### src/pkg/tmas_consts.svh
/*
 Constants of the two-channel temperature monitor core: command codes,
 reset values, status bit positions, alert-response address and timing.
 Assumes inclusion by the register file and core modules.
*/
`ifndef TMAS_CONSTS_SVH
`define TMAS_CONSTS_SVH
// Command codes
`define TMAS_CMD_LOCAL_TEMP 8'h00
`define TMAS_CMD_REMOTE_TEMP 8'h01
`define TMAS_CMD_STATUS 8'h02
`define TMAS_CMD_CFG_RD 8'h03
`define TMAS_CMD_RATE_RD 8'h04
`define TMAS_CMD_LHL_RD 8'h05
`define TMAS_CMD_LLL_RD 8'h06
`define TMAS_CMD_RHL_RD 8'h07
`define TMAS_CMD_RLL_RD 8'h08
`define TMAS_CMD_CFG_WR 8'h09
`define TMAS_CMD_RATE_WR 8'h0a
`define TMAS_CMD_LHL_WR 8'h0b
`define TMAS_CMD_LLL_WR 8'h0c
`define TMAS_CMD_RHL_WR 8'h0d
`define TMAS_CMD_RLL_WR 8'h0e
`define TMAS_CMD_ONESHOT 8'h0f
// Reset values and diode-fault reading
`define TMAS_RST_HIGH_LIMIT 8'h7f
`define TMAS_RST_LOW_LIMIT 8'hc9
`define TMAS_RST_RATE 8'h02
`define TMAS_RST_POINTER 8'h00
`define TMAS_RST_CFG 8'h00
`define TMAS_DIODE_FAULT_TEMP 8'h7f
// Configuration and status bit positions
`define TMAS_CFG_MASK_BIT 7
`define TMAS_CFG_HW_SLEEP_PIN_BIT 6
`define TMAS_ST_BUSY_BIT 7
`define TMAS_ST_LHI_BIT 6
`define TMAS_ST_LLO_BIT 5
`define TMAS_ST_RHI_BIT 4
`define TMAS_ST_RLO_BIT 3
`define TMAS_ST_OPEN_BIT 2
// Alert-response address, 7 bits
`define TMAS_ARA_ADDR 7'h0c
// Conversion time in microseconds and its cycle count at 10 MHz
`define TMAS_CONV_TIME_US 170000
`define TMAS_CLK_MHZ 10
`define TMAS_CONV_CYCLES (`TMAS_CONV_TIME_US * `TMAS_CLK_MHZ)
`endif

### src/pkg/tmas_pkg.sv
/*
 Types of the temperature monitor core.
 Assumes the constants header is on the include path.
*/
package tmas_pkg;
   // Analogue front-end result handed to the core
   typedef struct packed {
      logic [7:0] local_temp;  // Local reading, two's complement
      logic [7:0] remote_temp; // Remote reading, two's complement
      logic diode_open;        // Remote diode open
      logic diode_short;       // Remote diode shorted
   } tmas_adc_t;
   // Serial transfer engine states
   typedef enum logic [2:0] {
      TMAS_IDLE = 3'b000,
      TMAS_ADDR = 3'b001,
      TMAS_AACK = 3'b010,
      TMAS_WBYTE = 3'b011,
      TMAS_WACK = 3'b100,
      TMAS_RBYTE = 3'b101,
      TMAS_RACK = 3'b110,
      TMAS_SKIP = 3'b111
   } tmas_state_t;
endpackage

### src/core/tmas_regfile.sv
/*
 Limit and configuration storage of the temperature monitor: four limit
 bytes, configuration and rate, with a registered read port.
 Assumes one clock and a synchronised active-low reset.
*/
`timescale 1ns/1ps
`include "tmas_consts.svh"
module tmas_regfile (
   input wire logic clk_in,
   input wire logic rst_n_in,
   input wire logic wr_en_in,       // One-cycle write strobe
   input wire logic [7:0] wr_cmd_in, // Write command code
   input wire logic [7:0] wr_data_in,
   input wire logic [7:0] rd_cmd_in, // Read command code
   output logic [7:0] rd_data_out,  // Registered read data
   output logic [7:0] lhl_out,
   output logic [7:0] lll_out,
   output logic [7:0] rhl_out,
   output logic [7:0] rll_out,
   output logic [7:0] cfg_out,
   output logic [7:0] rate_out
);
   logic [7:0] mem_ff [0:5]; // 0..3 limits, 4 cfg, 5 rate
   // Writes, reset to documented defaults
   always_ff @(posedge clk_in or negedge rst_n_in) begin
      if (!rst_n_in) begin
         mem_ff[0] <= `TMAS_RST_HIGH_LIMIT;
         mem_ff[1] <= `TMAS_RST_LOW_LIMIT;
         mem_ff[2] <= `TMAS_RST_HIGH_LIMIT;
         mem_ff[3] <= `TMAS_RST_LOW_LIMIT;
         mem_ff[4] <= `TMAS_RST_CFG;
         mem_ff[5] <= `TMAS_RST_RATE;
      end else if (wr_en_in) begin
         case (wr_cmd_in)
            `TMAS_CMD_LHL_WR: mem_ff[0] <= wr_data_in;
            `TMAS_CMD_LLL_WR: mem_ff[1] <= wr_data_in;
            `TMAS_CMD_RHL_WR: mem_ff[2] <= wr_data_in;
            `TMAS_CMD_RLL_WR: mem_ff[3] <= wr_data_in;
            `TMAS_CMD_CFG_WR: mem_ff[4] <= {wr_data_in[7:6], 6'h00};
            `TMAS_CMD_RATE_WR: mem_ff[5] <= {5'h00, wr_data_in[2:0]};
            default: ;
         endcase
      end
   end
   // Registered read port
   always_ff @(posedge clk_in or negedge rst_n_in) begin
      if (!rst_n_in) begin
         rd_data_out <= 8'h00;
      end else begin
         case (rd_cmd_in)
            `TMAS_CMD_LHL_RD: rd_data_out <= mem_ff[0];
            `TMAS_CMD_LLL_RD: rd_data_out <= mem_ff[1];
            `TMAS_CMD_RHL_RD: rd_data_out <= mem_ff[2];
            `TMAS_CMD_RLL_RD: rd_data_out <= mem_ff[3];
            `TMAS_CMD_CFG_RD: rd_data_out <= mem_ff[4];
            `TMAS_CMD_RATE_RD: rd_data_out <= mem_ff[5];
            default: rd_data_out <= 8'h00;
         endcase
      end
   end
   assign lhl_out = mem_ff[0];
   assign lll_out = mem_ff[1];
   assign rhl_out = mem_ff[2];
   assign rll_out = mem_ff[3];
   assign cfg_out = mem_ff[4];
   assign rate_out = mem_ff[5];
endmodule

### src/core/tmas_core.sv
/*
 Digital core of a two-channel temperature monitor with a serial slave,
 limit alarms, sticky status, conversion control and a latched alert.
 Assumes an analogue front end supplying readings and diode state, and
 serial clock and data pins arriving asynchronously to clk_in.
*/
`timescale 1ns/1ps
`include "tmas_consts.svh"
module tmas_core #(
   parameter logic [6:0] SLAVE_ADDR = 7'h4c,           // Own address, arbitrary default
   parameter int CONV_CYCLES = `TMAS_CONV_CYCLES,      // Conversion duration in cycles
   parameter int RATE_BASE_CYCLES = 160000000          // Period at rate code 0 (16 s)
) (
   input wire logic clk_in,
   input wire logic reset_n_in,
   input wire logic serial_clk_in,          // Bus clock pin
   input wire logic serial_data_pin_in,     // Bus data pin level
   output logic serial_data_pin_out,        // Data drive value, always low
   output logic serial_data_pin_oe_out,     // High while pulling data low
   input wire logic hw_sleep_pin_n_in,      // Low selects hardware standby
   input wire tmas_pkg::tmas_adc_t adc_in,  // Front-end result
   output logic alert_n_out,                // Alert drive value, always low
   output logic alert_oe_out,               // High while alert pulled low
   output logic conv_start_out,             // Pulse: front end starts
   output logic [7:0] local_temp_reading_out,
   output logic [7:0] remote_temp_reading_out
);
   import tmas_pkg::*;
   logic [1:0] rst_sync_ff;   // Reset release chain
   logic rst_n;
   logic [1:0] scl_sync_ff, sda_sync_ff, slp_sync_ff; // Pin synchronisers
   logic scl_d_ff, sda_d_ff;  // Delayed samples for edges
   logic scl_rise, scl_fall, start_cond, stop_cond;
   tmas_state_t state_ff;
   logic [3:0] bit_cnt_ff;    // Bits within a byte
   logic [7:0] shift_ff;      // Shift register
   logic is_ara_ff;           // Current transfer is alert response
   logic got_cmd_ff, got_data_ff; // Command and data byte seen in this transfer
   logic [7:0] pointer_ff;    // Register pointer
   logic [7:0] tx_ff;         // Byte being sent
   logic wr_en_ff;            // Register write strobe
   logic [7:0] wr_data_ff;
   logic stat_read_ff;        // Status byte sent, pulse at its acknowledge clock rise
   logic ara_read_ff;         // Alert-response byte sent
   logic oneshot_ff;          // One-shot request pulse
   logic [7:0] rf_rd_data, lhl, lll, rhl, rll, cfg, rate;
   logic busy_ff;
   logic [31:0] conv_cnt_ff, rate_cnt_ff;
   logic [7:0] ltemp_ff, rtemp_ff;
   logic [4:0] flags_ff;      // Sticky {lhi,llo,rhi,rlo,open}
   logic [4:0] cond;          // Live fault conditions
   logic conv_done;
   logic alert_ff;
   logic [7:0] status_byte;
   logic sleep;
   // Reset release through two flip-flops
   always_ff @(posedge clk_in or negedge reset_n_in) begin
      if (!reset_n_in) begin
         rst_sync_ff <= 2'b00;
      end else begin
         rst_sync_ff <= {rst_sync_ff[0], 1'b1};
      end
   end
   assign rst_n = rst_sync_ff[1];
   // Pin synchronisers and edge history
   always_ff @(posedge clk_in or negedge rst_n) begin
      if (!rst_n) begin
         scl_sync_ff <= 2'b11;
         sda_sync_ff <= 2'b11;
         slp_sync_ff <= 2'b11;
         scl_d_ff <= 1'b1;
         sda_d_ff <= 1'b1;
      end else begin
         scl_sync_ff <= {scl_sync_ff[0], serial_clk_in};
         sda_sync_ff <= {sda_sync_ff[0], serial_data_pin_in};
         slp_sync_ff <= {slp_sync_ff[0], hw_sleep_pin_n_in};
         scl_d_ff <= scl_sync_ff[1];
         sda_d_ff <= sda_sync_ff[1];
      end
   end
   assign scl_rise = scl_sync_ff[1] & ~scl_d_ff;
   assign scl_fall = ~scl_sync_ff[1] & scl_d_ff;
   assign start_cond = scl_sync_ff[1] & scl_d_ff & sda_d_ff & ~sda_sync_ff[1];
   assign stop_cond = scl_sync_ff[1] & scl_d_ff & ~sda_d_ff & sda_sync_ff[1];
   assign sleep = ~slp_sync_ff[1];
   // Status byte as read
   assign status_byte = {busy_ff, flags_ff, 2'b00};
   // Serial slave engine: nine clocks per byte
   always_ff @(posedge clk_in or negedge rst_n) begin
      if (!rst_n) begin
         state_ff <= TMAS_IDLE;
         bit_cnt_ff <= 4'h0;
         shift_ff <= 8'h00;
         is_ara_ff <= 1'b0;
         got_cmd_ff <= 1'b0;
         got_data_ff <= 1'b0;
         pointer_ff <= `TMAS_RST_POINTER;
         tx_ff <= 8'h00;
         wr_en_ff <= 1'b0;
         wr_data_ff <= 8'h00;
         stat_read_ff <= 1'b0;
         ara_read_ff <= 1'b0;
         oneshot_ff <= 1'b0;
         serial_data_pin_oe_out <= 1'b0;
      end else begin
         wr_en_ff <= 1'b0;
         stat_read_ff <= 1'b0;
         ara_read_ff <= 1'b0;
         oneshot_ff <= 1'b0;
         if (start_cond) begin
            // Start or repeated start
            state_ff <= TMAS_ADDR;
            bit_cnt_ff <= 4'h0;
            got_cmd_ff <= 1'b0;
            got_data_ff <= 1'b0;
            serial_data_pin_oe_out <= 1'b0;
         end else if (stop_cond) begin
            // Send byte acts at stop; the stop's own clock rise counts one bit
            if (state_ff == TMAS_WBYTE && got_cmd_ff && !got_data_ff && bit_cnt_ff <= 4'h1 &&
                pointer_ff == `TMAS_CMD_ONESHOT) begin
               oneshot_ff <= 1'b1;
            end
            state_ff <= TMAS_IDLE;
            serial_data_pin_oe_out <= 1'b0;
         end else begin
            case (state_ff)
               TMAS_IDLE: ;
               TMAS_ADDR: begin
                  if (scl_rise) begin
                     shift_ff <= {shift_ff[6:0], sda_sync_ff[1]};
                     bit_cnt_ff <= bit_cnt_ff + 4'h1;
                  end else if (scl_fall && bit_cnt_ff == 4'h8) begin
                     bit_cnt_ff <= 4'h0;
                     if (shift_ff[7:1] == SLAVE_ADDR ||
                         (shift_ff[7:1] == `TMAS_ARA_ADDR && shift_ff[0] && alert_ff)) begin
                        is_ara_ff <= (shift_ff[7:1] == `TMAS_ARA_ADDR);
                        serial_data_pin_oe_out <= 1'b1; // Acknowledge address
                        state_ff <= TMAS_AACK;
                     end else begin
                        state_ff <= TMAS_SKIP;
                     end
                  end
               end
               TMAS_AACK: begin
                  if (scl_fall) begin
                     if (shift_ff[0]) begin
                        // Read: alert response or selected register
                        if (is_ara_ff) begin
                           tx_ff <= {SLAVE_ADDR, 1'b1};
                        end else if (pointer_ff == `TMAS_CMD_LOCAL_TEMP) begin
                           tx_ff <= ltemp_ff;
                        end else if (pointer_ff == `TMAS_CMD_REMOTE_TEMP) begin
                           tx_ff <= rtemp_ff;
                        end else if (pointer_ff == `TMAS_CMD_STATUS) begin
                           tx_ff <= status_byte;
                        end else begin
                           tx_ff <= rf_rd_data;
                        end
                        serial_data_pin_oe_out <= 1'b0;
                        state_ff <= TMAS_RBYTE;
                     end else begin
                        serial_data_pin_oe_out <= 1'b0;
                        state_ff <= TMAS_WBYTE;
                     end
                  end
               end
               TMAS_WBYTE: begin
                  if (scl_rise) begin
                     shift_ff <= {shift_ff[6:0], sda_sync_ff[1]};
                     bit_cnt_ff <= bit_cnt_ff + 4'h1;
                  end else if (scl_fall && bit_cnt_ff == 4'h8) begin
                     bit_cnt_ff <= 4'h0;
                     serial_data_pin_oe_out <= 1'b1; // Acknowledge byte
                     state_ff <= TMAS_WACK;
                     if (!got_cmd_ff) begin
                        pointer_ff <= shift_ff; // Command byte
                        got_cmd_ff <= 1'b1;
                     end else begin
                        wr_data_ff <= shift_ff; // Data byte
                        got_data_ff <= 1'b1;
                        wr_en_ff <= 1'b1;
                     end
                  end
               end
               TMAS_WACK: begin
                  if (scl_fall) begin
                     serial_data_pin_oe_out <= 1'b0;
                     state_ff <= TMAS_WBYTE;
                  end
               end
               TMAS_RBYTE: begin
                  // Drive bit on falling edge, MSB first
                  serial_data_pin_oe_out <= ~tx_ff[7];
                  if (scl_fall) begin
                     if (bit_cnt_ff == 4'h7) begin
                        state_ff <= TMAS_RACK;
                        bit_cnt_ff <= 4'h0;
                        serial_data_pin_oe_out <= 1'b0;
                     end else begin
                        tx_ff <= {tx_ff[6:0], 1'b0};
                        bit_cnt_ff <= bit_cnt_ff + 4'h1;
                     end
                  end
               end
               TMAS_RACK: begin
                  if (scl_rise) begin
                     // Byte delivered; read ends at this clock rise whether the host ACKs or NACKs
                     stat_read_ff <= ~is_ara_ff & (pointer_ff == `TMAS_CMD_STATUS);
                     ara_read_ff <= is_ara_ff;
                     state_ff <= TMAS_SKIP;
                  end
               end
               TMAS_SKIP: ;
               default: state_ff <= TMAS_IDLE;
            endcase
         end
      end
   end
   assign serial_data_pin_out = 1'b0;
   // Register storage
   tmas_regfile u_regfile (
      .clk_in(clk_in),
      .rst_n_in(rst_n),
      .wr_en_in(wr_en_ff),
      .wr_cmd_in(pointer_ff),
      .wr_data_in(wr_data_ff),
      .rd_cmd_in(pointer_ff),
      .rd_data_out(rf_rd_data),
      .lhl_out(lhl),
      .lll_out(lll),
      .rhl_out(rhl),
      .rll_out(rll),
      .cfg_out(cfg),
      .rate_out(rate)
   );
   // Conversion sequencer
   assign conv_done = busy_ff && (conv_cnt_ff == 32'(CONV_CYCLES - 1));
   always_ff @(posedge clk_in or negedge rst_n) begin
      if (!rst_n) begin
         busy_ff <= 1'b0;
         conv_cnt_ff <= 32'h0;
         rate_cnt_ff <= 32'h0;
         conv_start_out <= 1'b0;
      end else begin
         conv_start_out <= 1'b0;
         if (sleep) begin
            // Hardware standby aborts and blocks
            busy_ff <= 1'b0;
            rate_cnt_ff <= 32'h0;
         end else if (busy_ff) begin
            conv_cnt_ff <= conv_cnt_ff + 32'h1;
            if (conv_done) begin
               busy_ff <= 1'b0; // Back to standby after one
            end
            // One-shot while busy is ignored
         end else if (oneshot_ff ||
                      (!cfg[`TMAS_CFG_HW_SLEEP_PIN_BIT] &&
                       rate_cnt_ff >= (32'(RATE_BASE_CYCLES) >> rate[2:0]))) begin
            busy_ff <= 1'b1;
            conv_cnt_ff <= 32'h0;
            rate_cnt_ff <= 32'h0;
            conv_start_out <= 1'b1;
         end else if (!cfg[`TMAS_CFG_HW_SLEEP_PIN_BIT]) begin
            rate_cnt_ff <= rate_cnt_ff + 32'h1;
         end
      end
   end
   // Readings refreshed at end; diode fault stores 127
   always_ff @(posedge clk_in or negedge rst_n) begin
      if (!rst_n) begin
         ltemp_ff <= 8'h00;
         rtemp_ff <= 8'h00;
      end else if (conv_done && !sleep) begin
         ltemp_ff <= adc_in.local_temp;
         rtemp_ff <= (adc_in.diode_open | adc_in.diode_short) ? `TMAS_DIODE_FAULT_TEMP
                                                              : adc_in.remote_temp;
      end
   end
   assign local_temp_reading_out = ltemp_ff;
   assign remote_temp_reading_out = rtemp_ff;
   // Live conditions: signed compare at or past limit
   always_comb begin
      cond[4] = $signed(ltemp_ff) >= $signed(lhl);
      cond[3] = $signed(ltemp_ff) <= $signed(lll);
      cond[2] = ($signed(rtemp_ff) >= $signed(rhl)) | adc_in.diode_open | adc_in.diode_short;
      cond[1] = $signed(rtemp_ff) <= $signed(rll);
      cond[0] = adc_in.diode_open;
   end
   // Sticky flags; set beats read-clear
   always_ff @(posedge clk_in or negedge rst_n) begin
      if (!rst_n) begin
         flags_ff <= 5'h00;
      end else if (stat_read_ff) begin
         flags_ff <= cond;
      end else begin
         flags_ff <= flags_ff | cond;
      end
   end
   // Alert latch, cleared only by alert-response read
   always_ff @(posedge clk_in or negedge rst_n) begin
      if (!rst_n) begin
         alert_ff <= 1'b0;
      end else if (ara_read_ff) begin
         alert_ff <= |cond;
      end else if (|cond) begin
         alert_ff <= 1'b1;
      end
   end
   // Open-drain alert output, masked by config
   always_ff @(posedge clk_in or negedge rst_n) begin
      if (!rst_n) begin
         alert_oe_out <= 1'b0;
      end else begin
         alert_oe_out <= alert_ff & ~cfg[`TMAS_CFG_MASK_BIT];
      end
   end
   assign alert_n_out = 1'b0;
endmodule

### config.mk
export PLATFORM = sky130hd
export DESIGN_NAME = tmas_core
export DESIGN_NICKNAME = d
export VERILOG_FILES = /design/src/pkg/tmas_pkg.sv /design/src/core/tmas_regfile.sv /design/src/core/tmas_core.sv
export VERILOG_INCLUDE_DIRS = /design/src /design/src/pkg
export SDC_FILE = /design/constraint.sdc
export NUM_CORES = 1
export LEC_CHECK = 0
export BUFFER_PORTS_ARGS = -buffer_cell sky130_fd_sc_hd__buf_2
export CAP_MARGIN = 0
export CELL_PAD_IN_SITES_DETAIL_PLACEMENT = 0
export CELL_PAD_IN_SITES_GLOBAL_PLACEMENT = 2
export CORE_MARGIN = 2
export CORE_UTILIZATION = 40
export DETAILED_ROUTE_END_ITERATION = 6
export PLACE_DENSITY = 0.8
export SLEW_MARGIN = 20
export SYNTH_ARGS = -nofsm -noshare
export SYNTH_HDL_FRONTEND = slang
export SYNTH_SLANG_ARGS = --single-unit
### constraint.sdc
create_clock -name clk_in -period 8.2 [get_ports clk_in]
set_input_delay 0.41 -clock clk_in [delete_from_list [all_inputs] [get_ports clk_in]]
set_output_delay 0.41 -clock clk_in [all_outputs]
set_load 0.05 [all_outputs]
==> run metrics, run 1 <==
TritonCTS buffer count 17; final total negative setup slack 0 ns; Syn Inst Count 1,107; async set or reset register ratio after synthesis 100%; vias per cell 5.41; number of flip-flops and latches in the synthesized netlist 191; Die ar. 27,500 sq um; port buffer count 41; max-slew violation count 0; final number of setup-violating endpoints 0; warning count from the yosys run 0; count of routing violations after the opening detailed-route iteration 624; Floorplan Core Area 25,900 sq um; drt first pass iters 5; Max Cap Viol 0; outcome finished, final reports clean; most common library cell in the layout ignoring fill and taps sky130_fd_sc_hd__dfrtp_1; CTS tree done; detail-routed net length per standard cell 18.0 um; deepest level of the CTS H-tree 4; depth of the worst register-to-register path 11; critical path class register to register; Arr. time, crit path 4.09 ns; Clock Sinks 191; class of the most critical hold timing path input port to register; total power divided by cell area 183 nW/um^2; number of library cell types mapped by synthesis 75; max_slew headroom 39.6%; final critical delay including setup and external delays 3.78 ns; post-synthesis to final-layout area growth 10.7%; Hold Path Stages 1; unrepaired setup endpoints after global routing false; Top FF cell, synth sky130_fd_sc_hd__dfrtp_1; number of enable-type register cells in the synthesized netlist 0; most frequent cells in the layout 159 x sky130_fd_sc_hd__dfrtp_1, 122 x sky130_fd_sc_hd__nand2_1, 97 x sky130_fd_sc_hd__o21ai_0; routed wire length 26,700 um; Placed Cells incl. Taps 1,453; portion of the post-synthesis area used by sequential elements 46.0%; sort of element at the end of the critical path register; total vias in the final route 8,036; first-pass GRT wire length 43,500 um; Max IR drop VDD 0.127 mV; remaining number of nets flagged by the antenna check after routing 0; Worst Skew 0.0151 ns; area of the mapped netlist 10,500 sq um; Period Utilization, post-route 46.1%; maximum clock frequency 265 MHz; final cell count without fillers 1,486; fin nets 1,231; Die X 166 um; die span in y 166 um; largest fanout on the critical path 15; Slew @ Worst Pin 0.903 ns; via count of the first global-routing pass 7,917; total number of placement rows 59; share of final-layout standard cells stronger than drive strength 1 16.4%; remaining global-route overflow 0; leakage component of the power 0.00500 uW; RePlAce Congestion 0.785; antenna violations before repair 0; critical path data required time 8.51 ns; DPL Wire Length 19,100 um; largest net degree at the start of global routing 80; post-route DRC violation count 0; buffer cell driving the clock tree root sky130_fd_sc_hd__clkbuf_16; # fillers 2,498; maximum count of clock buffers along a single path 2; Overall Global Routing Usage 19.8%; clock latency at the later pin of the worst-skew pair 0.44 ns; average instance area after synthesis 9.46 sq um; nature of the critical path startpoint register; Reg clk slew, reported paths 0.07 ns; Hold Vio Cnt, Final 0; ant diodes 0; top-level port count 44; initial standard-cell utilization of the core 40.4%
logic make-up (layout without fill, tap and decap cells):
logic type,count (synthesis),in the layout,share of synthesized area (%)
adders and majority gates,70,70,8.36
AOI/OAI and AO/OA,270,270,16.0
DFF,191,191,46.0
and+or+nand+nor,410,410,19.3
xor gates and xnor gates,4,4,0.334
buffers and inverters,103,146,4.00
other,2,3,0.0717
muxes,57,57,5.99
final timing paths:
path / startpoint / to / slack, ns
max: u_regfile.rate_out[1] / rate_cnt_ff[8] / 4.42
max in group asynchronous: rst_sync_ff[1] / conv_cnt_ff[20] / 6.54
max reg2reg: u_regfile.rate_out[1] / rate_cnt_ff[8] / 4.42
min: serial_data_pin_in / sda_sync_ff[0] / 0.07
min reg2reg: rst_sync_ff[1] / u_regfile.lll_out[2] / 0.35
min in group asynchronous: reset_n_in / rst_sync_ff[1] / 0.28
state kept, by name (all words and copies together) (netlist names), 3 cells and up:
name / cells
u_regfile.lhl_out: 8
tx_ff: 8
conv_cnt_ff: 32
shift_ff: 8
wr_data_ff: 8
remote_temp_reading_out: 8
local_temp_reading_out: 8
u_regfile.rhl_out: 8
bit_cnt_ff: 4
flags_ff: 5
state_ff: 3
pointer_ff: 8
u_regfile.rd_data_out: 8
u_regfile.rate_out: 3
u_regfile.lll_out: 8
u_regfile.rll_out: 8
rate_cnt_ff: 32
worst max-delay path: stages (launching register included):
cell,delay [ns]
sky130_fd_sc_hd__dfstp_2,0.61
sky130_fd_sc_hd__inv_1,0.14
sky130_fd_sc_hd__ha_1,0.39
sky130_fd_sc_hd__or2_2,0.33
sky130_fd_sc_hd__ha_1,0.27
sky130_fd_sc_hd__nand4_1,0.13
sky130_fd_sc_hd__or4_1,0.52
sky130_fd_sc_hd__a21o_1,0.19
sky130_fd_sc_hd__or2_1,0.24
sky130_fd_sc_hd__and3_1,0.44
sky130_fd_sc_hd__a41oi_1,0.34
sky130_fd_sc_hd__a21oi_1,0.06
routing by layer:
layer / vias up / global-route usage, % / wire (um)
met5: - / 0 / 0
met4: 0 / 4.35 / 314
met3: 18 / 3.19 / 759
met2: 128 / 32.4 / 12700
met1: 3869 / 27.7 / 13000
li1: 4021 / - / -
power by group:
| group | total, uW | internal (uW) | switching [uW] |
|---|---|---|---|
| Sequential | 1080 | 995 | 83.6 |
| Combinational | 199 | 79.2 | 120 |
| Clock | 843 | 445 | 397 |
Yosys cell counts, drive strengths merged, types with 12 or more instances:
| master | number | share of area [%] |
|---|---|---|
| dfstp | 31 | 7.8 |
| a21oi | 63 | 3.0 |
| nand4 | 23 | 1.4 |
| a22oi | 20 | 1.7 |
| nand3 | 66 | 3.2 |
| and2 | 16 | 0.99 |
| and3 | 12 | 0.72 |
| nor2 | 85 | 3.0 |
| nor3 | 15 | 0.72 |
| nor2b | 12 | 0.72 |
| o21ai | 106 | 5.1 |
| inv | 65 | 2.3 |
| mux2 | 46 | 4.9 |
| dfrtp | 160 | 38 |
| nand2 | 123 | 4.4 |
| clkbuf | 27 | 0.97 |
| ha | 70 | 8.4 |
area by class of cell:
type                            count  area, sq um  share of cell area [%]
Inverter                           65          244                    2.10
Sequential cell                   191         4820                    41.6
Timing Repair Buffer               49          272                    2.34
Tap cell                          335          419                    3.61
Multi-Input combinational cell    814         5260                    45.3
Clock buffer                       21          460                    3.97
Clock inverter                     11          123                    1.06
metrics by stage:
step           power (uW)  hold slack (ns)  area [sq um]  utilization [%]  setup slack [ns]
2_1_floorplan        1230            0.114         10500                -              2.54
3_3_place_gp         1290            0.196         11000             42.4              4.36
3_5_place_dp         1300            0.197         11000             42.4              4.34
4_1_cts              2140           0.0512         11600             44.7              4.31
5_1_grt              2220           0.0465         11600             44.8              4.19
6_report             2120           0.0666         11600             44.8              4.42
timing repair:
item,CTS,global route
endpoints found under the hold margin,2,0
gates resized for setup,0,0
hold buffers,1,0
setup buffers,0,0
Note: power is estimated with default switching activity, not from simulation.
==> inputs of run 2 (changes only) <==
--- a/config.mk
+++ b/config.mk
@@ -6,14 +6,15 @@
 export SDC_FILE = /design/constraint.sdc
 export NUM_CORES = 1
 export LEC_CHECK = 0
+export ABC_AREA = 1
 export BUFFER_PORTS_ARGS = -buffer_cell sky130_fd_sc_hd__buf_2
 export CAP_MARGIN = 0
 export CELL_PAD_IN_SITES_DETAIL_PLACEMENT = 0
 export CELL_PAD_IN_SITES_GLOBAL_PLACEMENT = 2
 export CORE_MARGIN = 2
-export CORE_UTILIZATION = 40
+export CORE_UTILIZATION = 33
 export DETAILED_ROUTE_END_ITERATION = 6
-export PLACE_DENSITY = 0.8
+export PLACE_DENSITY = 0.76
 export SLEW_MARGIN = 20
 export SYNTH_ARGS = -nofsm -noshare
 export SYNTH_HDL_FRONTEND = slang
==> constraint.sdc (replaced) <==
create_clock -name clk_in -period 3.1 [get_ports clk_in]
set_input_delay 0.155 -clock clk_in [delete_from_list [all_inputs] [get_ports clk_in]]
set_output_delay 0.155 -clock clk_in [all_outputs]
set_load 0.05 [all_outputs]
==> run 2 against run 1 <==
Cell area up 15%. Wire length up 28%. Maximum frequency up 31%. Count of clock-buffer cells in the layout down 4. First-iteration DRC count down 11%. Sequential share of layout area down 5.5 points. Critical endpoint is now conv_cnt_ff[28]. Synthesized area up 14%. Non-clock buffer count up 22. Final cell count up 44%. Worst hold slack worse by 0.048 ns. Core utilization down 7.2 points.
==> run metrics, run 2 <==
outcome finished, final reports clean; post-synthesis to final-layout area growth 12.4%; Placed Cells incl. Taps 2,091 (+44%); count of routing violations after the opening detailed-route iteration 557 (-11%); endpoint of the lowest-slack register-to-register path conv_cnt_ff[28]; number of flip-flops and latches in the synthesized netlist 191 (unchanged); maximum clock frequency 347 MHz (+31%); post-CTS setup repair buffer count 0 (unchanged); portion of the post-synthesis area used by sequential elements 40.5% (-5.5 points); Crit path max-delay family simple AND/OR/NAND/NOR gates; RePlAce Congestion 0.812 (+3.4%); final total negative setup slack 0 ns (unchanged); total vias in the final route 10,200 (+27%); total power divided by cell area 448 nW/um^2 (+140%); cell type with the largest total area after synthesis sky130_fd_sc_hd__dfrtp_1; average instance area after synthesis 7.39 sq um (-22%); antenna violations before repair 0 (unchanged); net switching fraction of the power 31.6% (+3.3 points); maximum count of clock buffers along a single path 2 (unchanged); DPL Wire Length 25,900 um (+36%); number of enable-type register cells in the synthesized netlist 0 (unchanged); port buffer count 41 (unchanged); Floorplan Core Area 35,600 sq um (+37%); first-pass GRT wire length 56,000 um (+29%); nature of the critical path startpoint register; Critical path origin u_regfile.rate_out[1]; sequential share of power 46.7% (-4.2 points); share of final-layout standard cells stronger than drive strength 1 10.3% (-6.2 points); top-level port count 44 (unchanged); max_slew headroom 31.4% (-8.2 points); area of the mapped netlist 11,900 sq um (+14%); final cell count without fillers 2,138 (+44%); worst reg2reg setup slack 0.21 ns (-4.21 ns); Arr. time, crit path 3.27 ns (-0.82 ns); clock share of power 37.3% (-2.4 points); least setup slack across all paths after layout 0.214 ns (-4.21 ns); TritonCTS buffer count 17 (unchanged); Hold Vio Cnt, Final 0 (unchanged); # fillers 3,819 (+53%); Worst Skew 0.0116 ns (-0.00356 ns); termination of the worst setup path conv_cnt_ff[28]; via count of the first global-routing pass 10,100 (+27%); post-route cell area 13,400 sq um (+15%); number of gates on the worst path with buffers counted 17 (+6); Overall Global Routing Usage 18.8% (-0.98 points); Syn Inst Count 1,611 (+46%); largest net degree at the start of global routing 82 (+2.5%); final number of setup-violating endpoints 0 (unchanged); critical path data required time 3.48 ns (-5.03 ns); Slew @ Worst Pin 1.03 ns (+0.125 ns); critical path class register to register; routed wire length 34,200 um (+28%); overall power consumption 5990 uW (+180%); max-slew violation count 0 (unchanged); dominant cell by count in the synthesized netlist sky130_fd_sc_hd__nand2_1; total number of placement rows 69 (+17%); Clock Sinks 191 (unchanged); Die ar. 37,600 sq um (+37%); Die X 194 um (+17%); share of the synthesized area in the top cell type 33.6% (-4.6 points); unrepaired setup endpoints after global routing false; Net Sw Power 1890 uW (+210%); clock latency at the later pin of the worst-skew pair 0.45 ns (about the same); placed instance area 12,600 sq um (+15%); worst reg2reg startpoint u_regfile.rate_out[1]; post-route DRC violation count 0 (unchanged); leakage component of the power 0.00633 uW (+27%); largest registers in the final layout conv_cnt_ff (32), rate_cnt_ff (32); launch instance of the worst min-delay path adc_in[15]; library cell appearing most often on the critical path sky130_fd_sc_hd__nand2_1; Max IR drop VDD 0.387 mV (+200%); largest fanout on the critical path 26 (+11); warning count from the yosys run 0 (unchanged); remaining global-route overflow 0 (unchanged); deepest level of the CTS H-tree 4 (unchanged); cell chain of the critical path inv_1 -> ha_1 -> or2_2 -> o21ai_0 -> ha_1 -> nand2_1 -> nor2_1 -> and2_1 -> nand2_1 -> nand3_1 -> nand2_1 -> nand2_1 -> nand2_2 -> nand3_2 -> nand2_8 -> nand2_1 -> nand2_1; top cells by area in the synthesized netlist sky130_fd_sc_hd__dfrtp_1 34%, sky130_fd_sc_hd__nand2_1 13%, sky130_fd_sc_hd__inv_1 7.9%, sky130_fd_sc_hd__ha_1 7.4%, sky130_fd_sc_hd__dfstp_2 6.8%; Reg clk slew, reported paths 0.07 ns (about the same); CTS tree done; most common library cell in the layout ignoring fill and taps sky130_fd_sc_hd__nand2_1; Period Utilization, post-route 93.1% (+47 points); class of the most critical hold timing path input port to register; Max Cap Viol 0 (unchanged); depth of the worst register-to-register path 17 (+6); initial standard-cell utilization of the core 33.5% (-7.0 points); async set or reset register ratio after synthesis 100% (unchanged); die span in y 194 um (+17%); ant diodes 0 (unchanged); Critical path buffers and inverters 1 (unchanged); sort of element at the end of the critical path register; cell types with the highest counts after synthesis 419 x sky130_fd_sc_hd__nand2_1, 251 x sky130_fd_sc_hd__inv_1, 166 x sky130_fd_sc_hd__nor2_1; buffer cell driving the clock tree root sky130_fd_sc_hd__clkbuf_16; number of library cell types mapped by synthesis 50 (-33%); library cell contributing the largest single delay on the critical path sky130_fd_sc_hd__dfstp_2; combinational fraction of design power 16.1% (+6.7 points); vias per cell 4.77 (-12%); worst setup slack after placement 0.140 ns (-4.20 ns); remaining number of nets flagged by the antenna check after routing 0 (unchanged); cell-internal power 4090 uW (+170%); drt first pass iters 6 (+1); fin nets 1,757 (+43%); detail-routed net length per standard cell 16.0 um (-11%); most frequent cells in the layout 419 x sky130_fd_sc_hd__nand2_1, 251 x sky130_fd_sc_hd__inv_1, 166 x sky130_fd_sc_hd__nor2_1; Top FF cell, synth sky130_fd_sc_hd__dfrtp_1; final critical delay including setup and external delays 2.89 ns (-0.891 ns); slowest stage delay, CP 0.57 ns (-0.04 ns)
[run 2: cell types whose count changed after synthesis, sizes merged, moves of 14 or more]
cell and change:
nor2 +92, o21bai +31, mux2 -46, xor2 +18
nand4 +33, inv +191, nand2 +303, a22oi -18
and2 -14
[run 2: metal layers]
metal | vias to the layer above | global-route usage, % | wire (um)
met5 | - | 0 | 0
met1 | 4799 | 25.8 | 16600
met4 | 0 | 3.62 | 301
li1 | 5282 | - | -
met3 | 13 | 2.75 | 860
met2 | 106 | 31.7 | 16400
[run 2: worst min-delay path by stage]
stage,to,cells after the start
CTS,local_temp_reading_out[6],3
global route,local_temp_reading_out[5],3
global placement,rst_sync_ff[0],1
detailed placement,rst_sync_ff[0],1
floorplan,rst_sync_ff[0],0
finish,local_temp_reading_out[5],3
[run 2: cell type report]
cell class / count / area, sq um / share of cell area (%)
multi-input cells: 1126 / 5940 / 44.4
clock inverters: 15 / 151 / 1.13
repair buffers: 71 / 497 / 3.71
clock buffers: 17 / 425 / 3.18
flip-flops and latches: 191 / 4820 / 36.1
well taps: 461 / 577 / 4.31
inverters: 257 / 965 / 7.21
[run 2: cells by family after synthesis]
group | count (synthesis) | synth area share (%)
DFF | 191 | 40.5
and+or+nand+nor | 782 | 28.6
adders and majority gates | 70 | 7.36
AOI/OAI and AO/OA | 251 | 12.2
xor gates and xnor gates | 20 | 1.47
buffers and inverters | 295 | 9.80
other | 2 | 0.0631
[run 2: metrics by stage]
step	utilization, %	hold WS (ns)
after global routing	37.6	0.0265
after global placement	35.5	-0.0587
final	37.6	0.0190
after CTS	37.5	0.0154
after floorplan	-	-0.141
after detailed placement	35.5	-0.0577
[run 2: power groups by stage]
stage	Clock, uW	Combinational [uW]	Sequential [uW]
5_1_grt	2410	1130	2820
6_report	2230	961	2790
3_5_place_dp	0	961	2840
3_3_place_gp	0	959	2840
4_1_cts	2320	973	2790
2_1_floorplan	0	649	2870
[run 2: worst reg2reg max path, stage by stage, from the launching register on]
cell                      delay (ns)
sky130_fd_sc_hd__dfstp_2        0.57
sky130_fd_sc_hd__inv_1          0.10
sky130_fd_sc_hd__ha_1           0.20
sky130_fd_sc_hd__or2_2          0.30
sky130_fd_sc_hd__o21ai_0        0.12
sky130_fd_sc_hd__ha_1           0.29
sky130_fd_sc_hd__nand2_1        0.09
sky130_fd_sc_hd__nor2_1         0.06
sky130_fd_sc_hd__and2_1         0.13
sky130_fd_sc_hd__nand2_1        0.06
sky130_fd_sc_hd__nand3_1        0.07
sky130_fd_sc_hd__nand2_1        0.06
sky130_fd_sc_hd__nand2_1        0.09
sky130_fd_sc_hd__nand2_2        0.12
sky130_fd_sc_hd__nand3_2        0.16
sky130_fd_sc_hd__nand2_8        0.24
sky130_fd_sc_hd__nand2_1        0.08
sky130_fd_sc_hd__nand2_1        0.07
[run 2: repair_timing]
item,4_1_cts,5_1_grt
gates resized for setup,0,3
setup endpoints to repair,0,45
hold buffers,14,1
hold endpoints to repair,14,1
